## src/tsp_pkg.sv

```systemverilog
// Shared constants, types and helpers of the touch controller serial slave port.
package tsp_pkg;

    // Clock and timing: 200 MHz system clock.
    localparam int unsigned CLK_PERIOD_NS   = 5;
    localparam int unsigned BUS_RATE_KBPS   = 400;
    localparam int unsigned SEL_WAIT_NS     = 20;
    localparam int unsigned SEL_WAIT_CYC    = (SEL_WAIT_NS + CLK_PERIOD_NS - 1) / CLK_PERIOD_NS;
    localparam logic [3:0]  SEL_CNT_LATCH   = 4'(SEL_WAIT_CYC);
    localparam logic [3:0]  SEL_CNT_DONE    = 4'(SEL_WAIT_CYC + 1);

    // Slave address pairs; the low bit of the address byte selects read.
    localparam logic [7:0]  ADDR_PAIR_A_WR  = 8'hBA;
    localparam logic [7:0]  ADDR_PAIR_B_WR  = 8'h28;
    localparam logic        SEL_LVL_PAIR_B  = 1'b1;

    // Widths, depths and reset values.
    localparam int unsigned REG_ADDR_W      = 16;
    localparam int unsigned DATA_W          = 8;
    localparam int unsigned WR_WORD_W       = REG_ADDR_W + DATA_W;
    localparam int unsigned WR_FIFO_DEPTH   = 32;
    localparam logic [15:0] PTR_RST         = 16'h0000;
    localparam logic [3:0]  BIT_LAST_RX     = 4'h8;
    localparam logic [3:0]  BIT_LAST_TX     = 4'h7;
    localparam logic [1:0]  IDX_PTR_HI      = 2'h0;
    localparam logic [1:0]  IDX_PTR_LO      = 2'h1;
    localparam logic [1:0]  IDX_DATA        = 2'h2;

    // Protocol states of the slave engine.
    typedef enum logic [2:0] {
        ST_IDLE,
        ST_ADDR,
        ST_ACK_ADDR,
        ST_RX,
        ST_RX_PUSH,
        ST_RX_ACK,
        ST_TX,
        ST_TX_ACK
    } tsp_state_e;

    // True when the address byte names the selected pair, either direction.
    function automatic logic tsp_addr_match(input logic [7:0] abyte, input logic sel_b);
        logic [7:0] base;
        base = sel_b ? ADDR_PAIR_B_WR : ADDR_PAIR_A_WR;
        return abyte[7:1] == base[7:1];
    endfunction : tsp_addr_match

endpackage : tsp_pkg

```

## src/tsp_fifo_if.sv

```systemverilog
// Valid/ready carrier between the slave engine and its write FIFO.
`timescale 1ns/1ps
interface tsp_fifo_if #(parameter int unsigned W = 24);
    logic         in_valid;
    logic         in_ready;
    logic [W-1:0] in_data;
    logic         out_valid;
    logic         out_ready;
    logic [W-1:0] out_data;

    modport fifo (
        input  in_valid, in_data, out_ready,
        output in_ready, out_valid, out_data
    );
    modport user (
        output in_valid, in_data, out_ready,
        input  in_ready, out_valid, out_data
    );
endinterface : tsp_fifo_if

```

## src/tsp_fifo.sv

```systemverilog
// Write FIFO with a registered output stage, so the drain side sees flop outputs.
`timescale 1ns/1ps
module tsp_fifo #(
    parameter int unsigned W     = 24,
    parameter int unsigned DEPTH = 32
) (
    // Clock and reset.
    input  wire logic   clk_sys_in,
    input  wire logic   nrst_in,
    // Fill and drain sides.
    tsp_fifo_if.fifo    port_io
);
    import tsp_pkg::*;

    localparam int unsigned AW = $clog2(DEPTH);

    typedef struct packed {
        logic [AW:0]  wptr;
        logic [AW:0]  rptr;
        logic         ovld;
        logic [W-1:0] odata;
    } tsp_fifo_s;

    tsp_fifo_s    q;
    tsp_fifo_s    d;
    logic [W-1:0] mem [DEPTH];
    logic         full;
    logic         push;

    // Full when the pointers differ by exactly the depth.
    assign full              = (q.wptr - q.rptr) == (AW + 1)'(DEPTH);
    assign push              = port_io.in_valid && !full;
    assign port_io.in_ready  = !full;
    assign port_io.out_valid = q.ovld;
    assign port_io.out_data  = q.odata;

    // Output stage refills whenever it is empty or being drained this cycle.
    always_comb begin
        d = q;
        if (push) begin
            d.wptr = q.wptr + (AW + 1)'(1);
        end
        if ((!q.ovld || port_io.out_ready) && (q.wptr != q.rptr)) begin
            d.odata = mem[q.rptr[AW-1:0]];
            d.rptr  = q.rptr + (AW + 1)'(1);
            d.ovld  = 1'b1;
        end else if (port_io.out_ready) begin
            d.ovld  = 1'b0;
        end
    end

    // Storage array holds no reset; only the pointers matter after reset.
    always_ff @(posedge clk_sys_in) begin
        if (push) begin
            mem[q.wptr[AW-1:0]] <= port_io.in_data;
        end
    end

    // State register.
    always_ff @(posedge clk_sys_in) begin
        if (!nrst_in) begin
            q <= '0;
        end else begin
            q <= d;
        end
    end

endmodule : tsp_fifo

```

## src/tsp_i2c_slave.sv

```systemverilog
// Two-wire slave port with 16-bit register pointer, sequential access and write FIFO.
//
// Behaviour
// - Slave only; master clocks all transfers.
// - Answer address pair BA/BB or 28/29.
// - Active-low reset holds all state idle.
// - Data falling while clock high starts.
// - Data rising while clock high stops.
// - Matching address byte acknowledged low, ninth clock.
// - Mismatching address: no acknowledge, back idle.
// - Every byte is eight bits plus acknowledge.
// - Data driven changes only while clock low.
// - Pointer increments after every written data byte.
// - Read: pointer write, repeated start, read address.
// - Sequential read advances pointer while master acknowledges.
`timescale 1ns/1ps
module tsp_i2c_slave (
    // Clock and reset.
    input  wire logic                           clk_sys_in,
    input  wire logic                           nrst_in,
    // Serial clock pin, open drain, driven only for clock stretching.
    input  wire logic                           scl_in,
    output logic                                scl_out,
    output logic                                scl_oe_out,
    // Serial data pin, open drain.
    input  wire logic                           sda_in,
    output logic                                sda_out,
    output logic                                sda_oe_out,
    // Interrupt pin level, sampled after reset release for address selection.
    input  wire logic                           int_in,
    output logic                                addr_sel_b_out,
    // Read side: data must follow rd_addr_out within the same cycle.
    output logic [tsp_pkg::REG_ADDR_W-1:0]      rd_addr_out,
    input  wire logic [tsp_pkg::DATA_W-1:0]     rd_data_in,
    // Write stream from the FIFO.
    output logic                                wr_valid_out,
    input  wire logic                           wr_ready_in,
    output logic [tsp_pkg::REG_ADDR_W-1:0]      wr_addr_out,
    output logic [tsp_pkg::DATA_W-1:0]          wr_data_out
);
    import tsp_pkg::*;

    typedef struct packed {
        tsp_state_e  st;
        logic [2:0]  scl_s;
        logic [2:0]  sda_s;
        logic [2:0]  int_s;
        logic        scl_f;
        logic        sda_f;
        logic        int_f;
        logic [3:0]  sel_cnt;
        logic        sel_b;
        logic [3:0]  cnt;
        logic [7:0]  sh;
        logic [15:0] ptr;
        logic [1:0]  idx;
        logic        is_read;
        logic        m_ack;
        logic        sda_oe;
        logic        scl_oe;
        logic        pin_lo;
    } tsp_slave_s;

    tsp_slave_s q;
    tsp_slave_s d;
    logic       scl_rise;
    logic       scl_fall;
    logic       sda_rise;
    logic       sda_fall;
    logic       ev_start;
    logic       ev_stop;
    logic       sel_done;
    logic       push_go;

    tsp_fifo_if #(.W(WR_WORD_W)) wr_if ();

    tsp_fifo #(
        .W     (WR_WORD_W),
        .DEPTH (WR_FIFO_DEPTH)
    ) u_wr_fifo (
        .clk_sys_in (clk_sys_in),
        .nrst_in    (nrst_in),
        .port_io    (wr_if.fifo)
    );

    // Filtered edges: a pin level counts once the second and third stages agree.
    assign scl_rise = (q.scl_s[1] == q.scl_s[2]) && q.scl_s[2] && !q.scl_f;
    assign scl_fall = (q.scl_s[1] == q.scl_s[2]) && !q.scl_s[2] && q.scl_f;
    assign sda_rise = (q.sda_s[1] == q.sda_s[2]) && q.sda_s[2] && !q.sda_f;
    assign sda_fall = (q.sda_s[1] == q.sda_s[2]) && !q.sda_s[2] && q.sda_f;
    assign sel_done = (q.sel_cnt == SEL_CNT_DONE);
    // Start and stop need a steady high clock; start is ignored until the pair is chosen.
    assign ev_start = sel_done && sda_fall && q.scl_f && !scl_fall;
    assign ev_stop  = sda_rise && q.scl_f && !scl_fall;
    // Pointer bytes never stall; data bytes wait for FIFO room.
    assign push_go  = (q.idx != IDX_DATA) || wr_if.in_ready;

    // FIFO fill side: a stalled push holds the serial clock low.
    assign wr_if.in_valid  = (q.st == ST_RX_PUSH) && (q.idx == IDX_DATA);
    assign wr_if.in_data   = {q.ptr, q.sh};
    assign wr_if.out_ready = wr_ready_in;

    // All pin and user outputs are flops.
    assign scl_out        = q.pin_lo;
    assign sda_out        = q.pin_lo;
    assign scl_oe_out     = q.scl_oe;
    assign sda_oe_out     = q.sda_oe;
    assign addr_sel_b_out = q.sel_b;
    assign rd_addr_out    = q.ptr;
    assign wr_valid_out   = wr_if.out_valid;
    assign wr_addr_out    = wr_if.out_data[WR_WORD_W-1:DATA_W];
    assign wr_data_out    = wr_if.out_data[DATA_W-1:0];

    // Next-state logic of the whole engine.
    always_comb begin
        d = q;
        d.scl_s = {q.scl_s[1:0], scl_in};
        d.sda_s = {q.sda_s[1:0], sda_in};
        d.int_s = {q.int_s[1:0], int_in};
        if (q.scl_s[1] == q.scl_s[2]) begin
            d.scl_f = q.scl_s[2];
        end
        if (q.sda_s[1] == q.sda_s[2]) begin
            d.sda_f = q.sda_s[2];
        end
        if (q.int_s[1] == q.int_s[2]) begin
            d.int_f = q.int_s[2];
        end
        // Pair selection is caught once, shortly after reset release.
        if (!sel_done) begin
            d.sel_cnt = q.sel_cnt + 4'h1;
            if (q.sel_cnt == SEL_CNT_LATCH) begin
                d.sel_b = (q.int_f == SEL_LVL_PAIR_B);
            end
        end
        if (ev_start) begin
            // Repeated start keeps the pointer so a read can follow a pointer write.
            d.st     = ST_ADDR;
            d.cnt    = 4'h0;
            d.idx    = IDX_PTR_HI;
            d.sda_oe = 1'b0;
            d.scl_oe = 1'b0;
        end else if (ev_stop) begin
            d.st     = ST_IDLE;
            d.sda_oe = 1'b0;
            d.scl_oe = 1'b0;
        end else begin
            case (q.st)
                ST_IDLE: begin
                    d.sda_oe = 1'b0;
                end
                ST_ADDR, ST_RX: begin
                    if (scl_rise && (q.cnt < BIT_LAST_RX)) begin
                        d.sh  = {q.sh[6:0], q.sda_f};
                        d.cnt = q.cnt + 4'h1;
                    end else if (scl_fall && (q.cnt == BIT_LAST_RX)) begin
                        if (q.st == ST_RX) begin
                            d.st = ST_RX_PUSH;
                        end else if (tsp_addr_match(q.sh, q.sel_b)) begin
                            d.st      = ST_ACK_ADDR;
                            d.sda_oe  = 1'b1;
                            d.is_read = q.sh[0];
                        end else begin
                            d.st = ST_IDLE;
                        end
                    end
                end
                ST_ACK_ADDR: begin
                    if (scl_fall) begin
                        d.cnt = 4'h0;
                        if (q.is_read) begin
                            d.st     = ST_TX;
                            d.sh     = rd_data_in;
                            d.sda_oe = !rd_data_in[7];
                            d.ptr    = q.ptr + 16'h0001;
                        end else begin
                            d.st     = ST_RX;
                            d.sda_oe = 1'b0;
                        end
                    end
                end
                ST_RX_PUSH: begin
                    // Clock stretching is the only time the clock line is driven.
                    if (push_go) begin
                        d.st     = ST_RX_ACK;
                        d.sda_oe = 1'b1;
                        d.scl_oe = 1'b0;
                        case (q.idx)
                            IDX_PTR_HI: d.ptr[15:8] = q.sh;
                            IDX_PTR_LO: d.ptr[7:0]  = q.sh;
                            default:    d.ptr       = q.ptr + 16'h0001;
                        endcase
                        if (q.idx != IDX_DATA) begin
                            d.idx = q.idx + 2'h1;
                        end
                    end else begin
                        d.scl_oe = 1'b1;
                    end
                end
                ST_RX_ACK: begin
                    if (scl_fall) begin
                        d.st     = ST_RX;
                        d.sda_oe = 1'b0;
                        d.cnt    = 4'h0;
                    end
                end
                ST_TX: begin
                    if (scl_fall) begin
                        if (q.cnt == BIT_LAST_TX) begin
                            d.st     = ST_TX_ACK;
                            d.sda_oe = 1'b0;
                        end else begin
                            d.sh     = {q.sh[6:0], 1'b0};
                            d.sda_oe = !q.sh[6];
                            d.cnt    = q.cnt + 4'h1;
                        end
                    end
                end
                ST_TX_ACK: begin
                    if (scl_rise) begin
                        d.m_ack = !q.sda_f;
                    end else if (scl_fall) begin
                        d.cnt = 4'h0;
                        if (q.m_ack) begin
                            d.st     = ST_TX;
                            d.sh     = rd_data_in;
                            d.sda_oe = !rd_data_in[7];
                            d.ptr    = q.ptr + 16'h0001;
                        end else begin
                            d.st     = ST_IDLE;
                            d.sda_oe = 1'b0;
                        end
                    end
                end
                default: begin
                    d.st     = ST_IDLE;
                    d.sda_oe = 1'b0;
                    d.scl_oe = 1'b0;
                end
            endcase
        end
    end

    // State register; synchronous active-low reset.
    always_ff @(posedge clk_sys_in) begin
        if (!nrst_in) begin
            // Clock and data filters start at the idle-high bus level, so release gives no false edge.
            q       <= '0;
            q.scl_s <= 3'h7;
            q.sda_s <= 3'h7;
            q.scl_f <= 1'b1;
            q.sda_f <= 1'b1;
        end else begin
            q <= d;
        end
    end
endmodule : tsp_i2c_slave

```

## config.mk

```make
export PLATFORM = sky130hd
export DESIGN_NAME = tsp_i2c_slave
export DESIGN_NICKNAME = d
export VERILOG_FILES = /design/src/tsp_pkg.sv /design/src/tsp_fifo_if.sv /design/src/tsp_fifo.sv /design/src/tsp_i2c_slave.sv
export SDC_FILE = /design/constraint.sdc
export NUM_CORES = 1
export LEC_CHECK = 0
export ABC_AREA = 1
export ABC_CLOCK_PERIOD_IN_PS = 8800
export BUFFER_PORTS_ARGS = -buffer_cell sky130_fd_sc_hd__buf_2
export CAP_MARGIN = 20
export CORE_ASPECT_RATIO = 0.7
export CORE_MARGIN = 8
export CORE_UTILIZATION = 50
export DETAILED_ROUTE_END_ITERATION = 10
export PLACE_DENSITY = 0.64
export SLEW_MARGIN = 30
export SYNTH_ARGS = -nofsm -noshare
export SYNTH_HDL_FRONTEND = slang
export SYNTH_SLANG_ARGS = --single-unit
```

## constraint.sdc

```tcl
create_clock -name clk_sys_in -period 8.8 [get_ports clk_sys_in]
set_input_delay 1.76 -clock clk_sys_in [delete_from_list [all_inputs] [get_ports clk_sys_in]]
set_output_delay 1.76 -clock clk_sys_in [all_outputs]
set_load 0.03 [all_outputs]
```

==> flow_metrics.tcl, run 1 <==
set metrics [dict create \
    status "finished clean" \
    clock_sinks 859 \
    via_per_inst 5.835 \
    ys_warn_count 0 \
    wire_per_inst_um 24.74 \
    grt_pass1_wl_um 147700 \
    setup_viol 0 \
    cpMostUsedCell "nand2_1" \
    synthFlopType "edfxtp_1" \
    synth_cell_type_count 43 \
    crit_type "flip-flop to flip-flop" \
    hold_violations 0 \
    cts_resized 0 \
    cp_data_arrival_time_ns 5.33 \
    p_per_area_nw_per_um2 322.6 \
    dp_hpwl_um 61250 \
    die_y_um 239.6 \
    finClkSkew_ns 0.02259 \
    drc 0 \
    seqPwrFrac_pct 42.4 \
    rrSetupSlack_ns 3.72 \
    max_stage_delay_ns 0.87 \
    leakagePower_nw 14.54 \
    antenna_found_initial 0 \
    fp.dieArea_um2 80370 \
    cts_setup_buffers 0 \
    grt_start_max_net_pins 157 \
    cap_violations 0 \
    path_cells "buf_4, clkinv_1, ha_1, nand2_1, inv_1, nand3_1, nand2_1, nand2_1, nand2_1, inv_1, nand2_1, nand2_1, inv_1, nand2_1, nor2_4" \
    die_w_um 335.4 \
    clk_path_buf_depth 3 \
    dr.pass1.iters 5 \
    numCtsBuffers 82 \
    synth_area_um2 35710 \
    critPathLaunch "u_wr_fifo.q[29]$_SDFFE_PN0P_" \
    grt_setup_unrepaired "no" \
    timing.rr.end "u_wr_fifo.mem[18][5]$_DFFE_PP_" \
    worstMarginPinSlew_ns 1.023 \
    yosysTopAreaCell "edfxtp_1" \
    fmax_mhz 196.9 \
    reg2regPathDepth 15 \
    internal-power_mw 7.978 \
    synth.most_common_cell "edfxtp_1" \
    grt_use_total_pct 24.83 \
    ioPinCount 60 \
    drive_above_1_share_pct 9.758 \
    power.total_mw 12.71 \
    crit_path_max_fanout 27 \
    power.switching_mw 4.733 \
    ys_seq_area_share_pct 69.68 \
    synthTopCellsByArea "edfxtp_1, nand2_1, dfxtp_1" \
    h-tree-depth 3 \
    synthCells 3092 \
    grt_pass1_vias 22310 \
    start_util_pct 50.23 \
    ant_nets 0 \
    synth.top_cell.area_share_pct 64.58 \
    min_path_type "flip-flop to flip-flop" \
    nets 3107 \
    p_clk_share_pct 28.1 \
    ys_top_cells_by_count "edfxtp_1, nand2_1, nor2_1" \
    r2r_start "u_wr_fifo.q[29]$_SDFFE_PN0P_" \
    start_kind "flip-flop" \
    switching_share_pct 37.24 \
    cts.root.buffer_cell "clkbuf_16" \
    min_to "d[51]$_SDFF_PN1_" \
    core_area_um2 71100 \
    path_buf_inv 5 \
    globalRoute.totalOverflow 0 \
    finalMaxSlewViolations 0 \
    whs_path_depth 1 \
    required_ns 9.05 \
    tns_ns 0 \
    holdWs_ns 0.4104 \
    synth-async-reset-ratio_pct 0 \
    clock_latency_ns 0.64 \
    cts_tree "yes" \
    wl_um 101500 \
    critPathTopFamily "simple AND/OR/NAND/NOR gates" \
    vias 23940 \
    combPwrFrac_pct 29.5 \
    synth_edf_count 768 \
    ir_drop_uv 284.9 \
    drt_iter0_drc 3283 \
    hp-start "d[50]$_SDFF_PN1_" \
    critPathSlowestCell "clkinv_1" \
    synth.avg_cell_area_um2 11.55 \
    place.gp.congestion 0.8844 \
    fin_crit_sh_pct 57.70 \
    slew_headroom_pct 31.36 \
    synthToLayoutAreaGrowth_pct 10.35 \
    fp-row-count 82 \
    clkSlewWorstSetupHoldPaths_ns 0.06 \
    io_buffers 57 \
    fin_crit_ns 5.078 \
    ys_ff_latch 859 \
    cp-end-kind "flip-flop" \
    holdBufCountCts 0 \
]
## power groups by stage
stage	logic (mW)	clock network, mW	registers, mW
2_1_floorplan	2.12	0	5.49
3_3_place_gp	3.60	0	5.46
3_5_place_dp	3.65	0	5.47
4_1_cts	3.66	3.61	5.38
5_1_grt	4.02	3.76	5.41
6_report	3.75	3.57	5.39
## flip-flops by register name (all words and copies together) (netlist names)
signal and cells:
u_wr_fifo.port_io.out_valid 1, u_wr_fifo.q 12, d 6, sda_oe_out 1
u_wr_fifo.port_io.out_data 24, u_wr_fifo.mem 768, addr_sel_b_out 1, scl_oe_out 1
q 29, rd_addr_out 16
## cell usage in the layout, fill, tap and decap left out, drive strengths merged, types with 91 or more instances in the layout
| cell | n |
|---|---|
| nand2 | 680 |
| dfxtp | 91 |
| nor2 | 259 |
| o21ai | 202 |
| edfxtp | 768 |
| buf | 103 |
| nand3 | 205 |
| inv | 177 |
| clkbuf | 100 |
| a21oi | 191 |
## metrics by stage
stage          instances  worst slack [ns]  utilization [%]  area (um2)
6_report            4103             3.722            55.42       39410
5_1_grt             4102             3.522            55.42       39400
4_1_cts             4102             3.793            55.41       39400
3_5_place_dp        3952             3.818            51.65       36720
3_3_place_gp        3952             3.546            51.55       36650
2_1_floorplan       3093             4.593                -       35710
## cell type report
class	instances	area [um2]
clock inverter	50	510.5
clock buffer	100	2161
sequential	859	24920
multi-input combinational	1847	9286
tap	966	1209
antenna	1	2.502
timing repair buffer	103	645.6
fill	5853	31690
inverter	177	674.4
## cells by family after synthesis
kind of cell,Yosys count,synth area share [%]
simple gates,1192,13.69
xor+xnor,10,0.2453
flops,859,69.68
buf+inv,387,4.926
compound gates,548,8.626
mux,72,2.018
fa+ha+maj,23,0.8059
other cells,1,0.01050
## layer usage
metal  track usage (%)  wire length [um]  up-vias
met2             32.78             39740     1321
met3             9.236             13380      150
met1             38.17             45950    11660
li1                  -                 -    10810
met4             6.098              2458        0
met5                 0                 0        -
## worst max path at each step
stage / endpoint / slack, ns / cells past startpoint
after floorplan: u_wr_fifo.mem[7][0]$_DFFE_PP_ / 4.59 / 16
after global placement: u_wr_fifo.mem[22][10]$_DFFE_PP_ / 3.55 / 15
after detailed placement: u_wr_fifo.mem[18][3]$_DFFE_PP_ / 3.82 / 15
after CTS: u_wr_fifo.mem[18][3]$_DFFE_PP_ / 3.79 / 15
after global routing: u_wr_fifo.mem[14][2]$_DFFE_PP_ / 3.52 / 15
final: u_wr_fifo.mem[18][5]$_DFFE_PP_ / 3.72 / 15
Power figures use the tool's default switching activity.
==> run 2: changes to the inputs <==
--- a/config.mk
+++ b/config.mk
@@ -5,8 +5,8 @@
 export SDC_FILE = /design/constraint.sdc
 export NUM_CORES = 1
 export LEC_CHECK = 0
-export ABC_AREA = 1
-export ABC_CLOCK_PERIOD_IN_PS = 8800
+export ABC_AREA = 0
+export ABC_CLOCK_PERIOD_IN_PS = 5200
 export BUFFER_PORTS_ARGS = -buffer_cell sky130_fd_sc_hd__buf_2
 export CAP_MARGIN = 20
 export CORE_ASPECT_RATIO = 0.7
==> constraint.sdc (replaced) <==
create_clock -name clk_sys_in -period 5.2 [get_ports clk_sys_in]
set_input_delay 1.04 -clock clk_sys_in [delete_from_list [all_inputs] [get_ports clk_sys_in]]
set_output_delay 1.04 -clock clk_sys_in [all_outputs]
set_load 0.03 [all_outputs]
==> run 2 against run 1 <==
  * Critical path depth fell by 5
  * Design area is 2.3% lower
  * Setup slack got worse by 2.2 ns
  * Register-to-register slack worse by 2.2 ns
  * Non-clock buffer count grew 21
  * Synthesized area down 4.0%
  * Synthesized cell count down 36%
  * Die area is 3.8% lower
  * Clock power increased by 65%
  * Sequential power rose by 41%
  * Clock skew is 0.0041 ns higher
  * Critical endpoint is now u_wr_fifo.mem[5][19]$_DFFE_PP_
  * Highest routed layer unchanged
==> flow_metrics.tcl, run 2 <==
set metrics [dict create \
    h-tree-depth 3 \
    synth_area_um2 34270 \
    fin_crit_ns 3.700 \
    hold_violations 0 \
    cts_resized 0 \
    crit_type "flip-flop to flip-flop" \
    synth.most_common_cell "edfxtp_1" \
    wl_um 85790 \
    fmax_mhz 270.2 \
    clkSlewWorstSetupHoldPaths_ns 0.06 \
    grt_start_max_net_pins 115 \
    start_kind "flip-flop" \
    die_y_um 235.0 \
    synth.avg_cell_area_um2 17.45 \
    place.gp.congestion 0.8878 \
    finClkSkew_ns 0.02669 \
    cap_violations 0 \
    synth_cell_type_count 73 \
    grt_pass1_wl_um 125100 \
    finalMaxSlewViolations 0 \
    synthFlopType "edfxtp_1" \
    synthTopCellsByArea "edfxtp_1, mux4_2, dfxtp_1" \
    cp-end-kind "flip-flop" \
    core_area_um2 67970 \
    nets 2060 \
    largest_register_ffs 768 \
    ant_nets 0 \
    clk_path_buf_depth 3 \
    synth_edf_count 768 \
    fin_ws_ns 1.500 \
    p_per_area_nw_per_um2 386.6 \
    globalRoute.totalOverflow 0 \
    ioPinCount 60 \
    min_path_type "flip-flop to flip-flop" \
    fin_util_pct 56.65 \
    final_common_cell "edfxtp_1" \
    holdBufCountCts 0 \
    final_cell_mix "edfxtp_1, mux4_2, nand2_1" \
    ir_drop_uv 289.6 \
    leakagePower_nw 11.14 \
    vias 18750 \
    via_per_inst 6.266 \
    cts.root.buffer_cell "clkbuf_16" \
    dr.pass1.iters 5 \
    synthToLayoutAreaGrowth_pct 12.34 \
    drt_iter0_drc 2369 \
    yosysTopAreaCell "edfxtp_1" \
    clock_latency_ns 0.66 \
    ys_top_cells_by_count "edfxtp_1, mux4_2, nand2_1" \
    status "finished clean" \
    antenna_found_initial 3 \
    setup_viol 0 \
    ys_warn_count 0 \
    drive_above_1_share_pct 21.73 \
    drc 0 \
    synth-async-reset-ratio_pct 0 \
    die_w_um 328.9 \
    crit_path_max_fanout 17 \
    start_util_pct 50.43 \
    slew_headroom_pct 31.94 \
    tns_ns 0 \
    fp.dieArea_um2 77310 \
    design_area_um2 38500 \
    cts_tree "yes" \
    cts_setup_buffers 0 \
    grt_pass1_vias 18280 \
    ys_ff_latch 859 \
    clock_sinks 859 \
    synthCells 1964 \
    dpl-instance-area_um2 35600 \
    synth.top_cell.area_share_pct 67.29 \
    io_buffers 57 \
    dp_hpwl_um 51440 \
    grt_use_total_pct 21.93 \
    cp_data_arrival_time_ns 4.02 \
    post-place-ws_ns 1.515 \
    ys_seq_area_share_pct 72.61 \
    numCtsBuffers 80 \
    required_ns 5.52 \
    fp-row-count 80 \
    worstMarginPinSlew_ns 1.021 \
    grt_setup_unrepaired "no" \
    wire_per_inst_um 28.67 \
    fin_crit_sh_pct 71.16 \
]
==> run 2: changes by cell type after synthesis, moves of 70 or more <==
cell	change
mux4_2	+146
a21oi_1	-139
nand2_1	-564
o21ai_0	-81
nor2_1	-159
nand3_1	-177
inv_1	-145
o221ai_1	+70
==> run 2: where the power goes <==
group / internal [mW] / total, mW / switching [mW]
combinational: 0.629 / 1.42 / 0.793
clock: 3.31 / 5.88 / 2.57
sequential: 7.46 / 7.59 / 0.125
total: 11.4 / 14.9 / 3.48
==> run 2: path summary, 6_finish.rpt <==
kind / start / end / slack [ns] / cells after the start
hold reg to reg: d[47]$_SDFF_PN1_ / d[48]$_SDFF_PN1_ / 0.41 / 1
setup reg to reg: u_wr_fifo.q[27]$_SDFFE_PN0P_ / u_wr_fifo.mem[5][19]$_DFFE_PP_ / 1.50 / 10
hold / removal: d[47]$_SDFF_PN1_ / d[48]$_SDFF_PN1_ / 0.41 / 1
setup / recovery: u_wr_fifo.q[27]$_SDFFE_PN0P_ / u_wr_fifo.mem[5][19]$_DFFE_PP_ / 1.50 / 10
==> run 2: final cells by class <==
| cell class | count | area, um2 |
|---|---|---|
| sequential | 859 | 24910 |
| inverter | 24 | 90.09 |
| clock buffer | 110 | 2218 |
| antenna | 1 | 2.502 |
| tap | 902 | 1129 |
| timing repair buffer | 124 | 1105 |
| multi-input combinational | 934 | 8652 |
| fill | 5112 | 29460 |
| clock inverter | 38 | 399.1 |
==> run 2: per-stage QoR <==
step,total power [mW],std cells,hold slack [ns]
floorplan,8.864,1965,0.3863
global placement,9.163,2833,0.3977
detailed placement,9.176,2833,0.3985
CTS,15.01,2981,0.4165
global route,15.35,2991,0.4201
finish,14.89,2992,0.4128
==> run 2: metal layers <==
layer	routed length, um	GRT usage (%)
met5	0	0
met4	2050	6.272
met3	9436	6.864
met2	36410	30.68
met1	37890	32.94
==> run 2: kinds of logic (layout without fill, tap and decap cells) <==
kind of cell / Yosys count / count (layout) / share of synthesized area, %
adder cells (fa/ha/maj): 23 / 23 / 0.8397
flip-flops: 859 / 859 / 72.61
AND/OR/NAND/NOR: 314 / 314 / 4.348
AO/OA/AOI/OAI: 326 / 326 / 6.400
multiplexers: 248 / 248 / 12.59
other: 1 / 3 / 0.01094
buffers and inverters: 172 / 296 / 2.647
XOR/XNOR: 21 / 21 / 0.5586
==> run 2: critical path, stage by stage (launching register included) <==
cell and delay, ns:
dfxtp_2 0.33, clkinv_1 0.15, ha_1 0.41, o21ai_0 0.33
a21oi_4 0.06, mux2i_2 0.18, o211ai_2 0.32, and3_1 0.40
nand2_2 0.29, nor2_2 0.51, buf_4 0.38
==> run 3: changes to the inputs <==
--- a/config.mk
+++ b/config.mk
@@ -5,15 +5,15 @@
 export SDC_FILE = /design/constraint.sdc
 export NUM_CORES = 1
 export LEC_CHECK = 0
-export ABC_AREA = 0
-export ABC_CLOCK_PERIOD_IN_PS = 5200
+export ABC_AREA = 1
+export ABC_CLOCK_PERIOD_IN_PS = 3000
 export BUFFER_PORTS_ARGS = -buffer_cell sky130_fd_sc_hd__buf_2
 export CAP_MARGIN = 20
 export CORE_ASPECT_RATIO = 0.7
 export CORE_MARGIN = 8
 export CORE_UTILIZATION = 50
 export DETAILED_ROUTE_END_ITERATION = 10
-export PLACE_DENSITY = 0.64
+export PLACE_DENSITY = 0.66
 export SLEW_MARGIN = 30
 export SYNTH_ARGS = -nofsm -noshare
 export SYNTH_HDL_FRONTEND = slang
==> constraint.sdc (replaced) <==
create_clock -name clk_sys_in -period 3 [get_ports clk_sys_in]
set_input_delay 0.6 -clock clk_sys_in [delete_from_list [all_inputs] [get_ports clk_sys_in]]
set_output_delay 0.6 -clock clk_sys_in [all_outputs]
set_load 0.03 [all_outputs]
==> run 3 against run 2 <==
  * Combinational power rose to 7.5 times the previous value
  * Non-clock buffer count rose by 47
  * Sequential share of layout area fell by 3.0 points
  * Hold slack got worse by 0.28 ns
  * Global-route usage up 2.5 points
  * Sequential cell count did not move
  * Sequential power rose by 100%
  * Critical path depth grew 5
  * Critical path type unchanged
==> flow_metrics.tcl, run 3 (same netlist as run 1, synthesis figures left out) <==
set metrics [dict create \
    final_cell_mix "edfxtp_1, nand2_1, nor2_1" \
    wire_per_inst_um 23.92 \
    die_w_um 335.4 \
    place.gp.congestion 0.9284 \
    drt_iter0_drc 3234 \
    path_cells "inv_4, ha_1, inv_2, nand2_1, nand3_1, nand2_1, nand2_1, nand2_1, inv_1, nand2_1, nand2_1, inv_2, nand2_1, nor2_4, buf_4" \
    required_ns 3.31 \
    cp_data_arrival_time_ns 3.25 \
    crit_type "flip-flop to flip-flop" \
    fin_cells 4167 \
    grt_start_max_net_pins 148 \
    cts_tree "yes" \
    finalMaxSlewViolations 0 \
    fin_util_pct 56.72 \
    fmax_mhz 339.8 \
    ir_drop_uv 714.4 \
    place_inst 4015 \
    io_buffers 57 \
    dr.pass1.iters 6 \
    p_per_area_nw_per_um2 895.2 \
    grt_use_total_pct 24.40 \
    wl_um 99660 \
    core_area_um2 71100 \
    setup_viol 0 \
    ant_nets 0 \
    start_util_pct 50.23 \
    fin_crit_ns 2.943 \
    status "finished clean" \
    cp-end-kind "flip-flop" \
    fin_crit_sh_pct 98.09 \
    crit_path_max_fanout 18 \
    worstMarginPinSlew_ns 0.8493 \
    slew_headroom_pct 43.38 \
    nets 3172 \
    antenna_found_initial 5 \
    start_kind "flip-flop" \
    clock_sinks 859 \
    grt_pass1_wl_um 147400 \
    highest_layer "met5" \
    wl_met2_um 42330 \
    cts.root.buffer_cell "clkbuf_16" \
    leakagePower_nw 14.96 \
    hold_violations 0 \
    vias 24240 \
    finClkSkew_ns 0.02980 \
    drc 0 \
    final.fill_count 5739 \
    h-tree-depth 3 \
    clk_path_buf_depth 3 \
    multi_input_area_um2 9343 \
    wl_met3_um 11300 \
    cts_resized 0 \
    critPathSlowestCell "dfxtp_1" \
    via_per_inst 5.818 \
    power.total_mw 36.10 \
    max_stage_delay_ns 0.45 \
    holdBufCountCts 0 \
    final_common_cell "edfxtp_1" \
    cap_violations 0 \
    clkSlewWorstSetupHoldPaths_ns 0.06 \
    die_y_um 239.6 \
    min_path_type "input port to flip-flop" \
    grt_setup_unrepaired "yes" \
    globalRoute.totalOverflow 0 \
    fp.dieArea_um2 80370 \
    met1_length_um 43450 \
    clock_latency_ns 0.65 \
    fp-row-count 82 \
    dp_hpwl_um 58510 \
    ioPinCount 60 \
    grt_pass1_vias 22880 \
    largest_register_ffs 768 \
    drive_above_1_share_pct 11.13 \
    cpMostUsedCell "nand2_1" \
    synthToLayoutAreaGrowth_pct 12.93 \
    regArea_um2 24890 \
    numCtsBuffers 79 \
]
[run 3: cell count changes in the layout (fill, tap and decap cells not counted), sizes merged, moves of 71 or more]
cell,delta
inv,+156
nor2,+165
a21oi,+138
nand3,+178
o21ai,+105
o221ai,-71
mux4,-146
nand2,+568
[run 3: layout make-up]
| class | count | area share [%] |
|---|---|---|
| Antenna cell | 1 | 0.006205 |
| Clock inverter | 38 | 0.9991 |
| Inverter | 177 | 1.675 |
| Multi-Input combinational cell | 1847 | 23.17 |
| Timing Repair Buffer | 171 | 4.071 |
| Sequential cell | 859 | 61.73 |
| Tap cell | 966 | 2.997 |
| Clock buffer | 108 | 5.352 |
[run 3: worst paths after layout]
check                                     from                        endpoint  slack [ns]  cells past startpoint
setup reg to reg  u_wr_fifo.q[27]$_SDFFE_PN0P_  u_wr_fifo.mem[3][21]$_DFFE_PP_        0.06                     15
setup / recovery  u_wr_fifo.q[27]$_SDFFE_PN0P_  u_wr_fifo.mem[3][21]$_DFFE_PP_        0.06                     15
hold reg to reg               d[47]$_SDFF_PN1_                d[48]$_SDFF_PN1_        0.42                      1
hold / removal                          sda_in                d[47]$_SDFF_PN1_        0.14                      2
[run 3: metal layers]
| layer | vias to the layer above | global-route usage [%] |
|---|---|---|
| li1 | 10950 | - |
| met1 | 11800 | 36.51 |
| met2 | 1314 | 35.42 |
| met3 | 181 | 6.085 |
| met4 | 4 | 6.436 |
| met5 | - | 0 |
[run 3: report_power, final]
part / internal [mW] / switching [mW] / total [mW]
registers: 14.9 / 0.547 / 15.4
logic: 2.70 / 7.89 / 10.6
clock network: 5.62 / 4.47 / 10.1
total: 23.2 / 12.9 / 36.1
[run 3: what timing repair did]
item	CTS	global route
setup endpoints to repair	0	149
hold endpoints to repair	0	0
buffers inserted	0	5
[run 3: worst max-delay path, delay by kind of cell (launching register included)]
kind / cells / cell delay (ns)
AND/OR/NAND/NOR: 9 / 1.06
buffers and inverters: 5 / 0.67
flip-flops: 1 / 0.45
adder cells (fa/ha/maj): 1 / 0.39
[run 3: through the flow]
step	setup WS (ns)	hold WS (ns)	TNS [ns]	area, um2
after floorplan	0.01686	0.3905	0	35980
after global placement	0.1712	0.4050	0	37720
after detailed placement	0.1495	0.4071	0	37720
after CTS	0.1140	0.1044	0	40290
after global routing	-0.05154	0.1152	-1.953	40320
final	0.05720	0.1366	0	40330
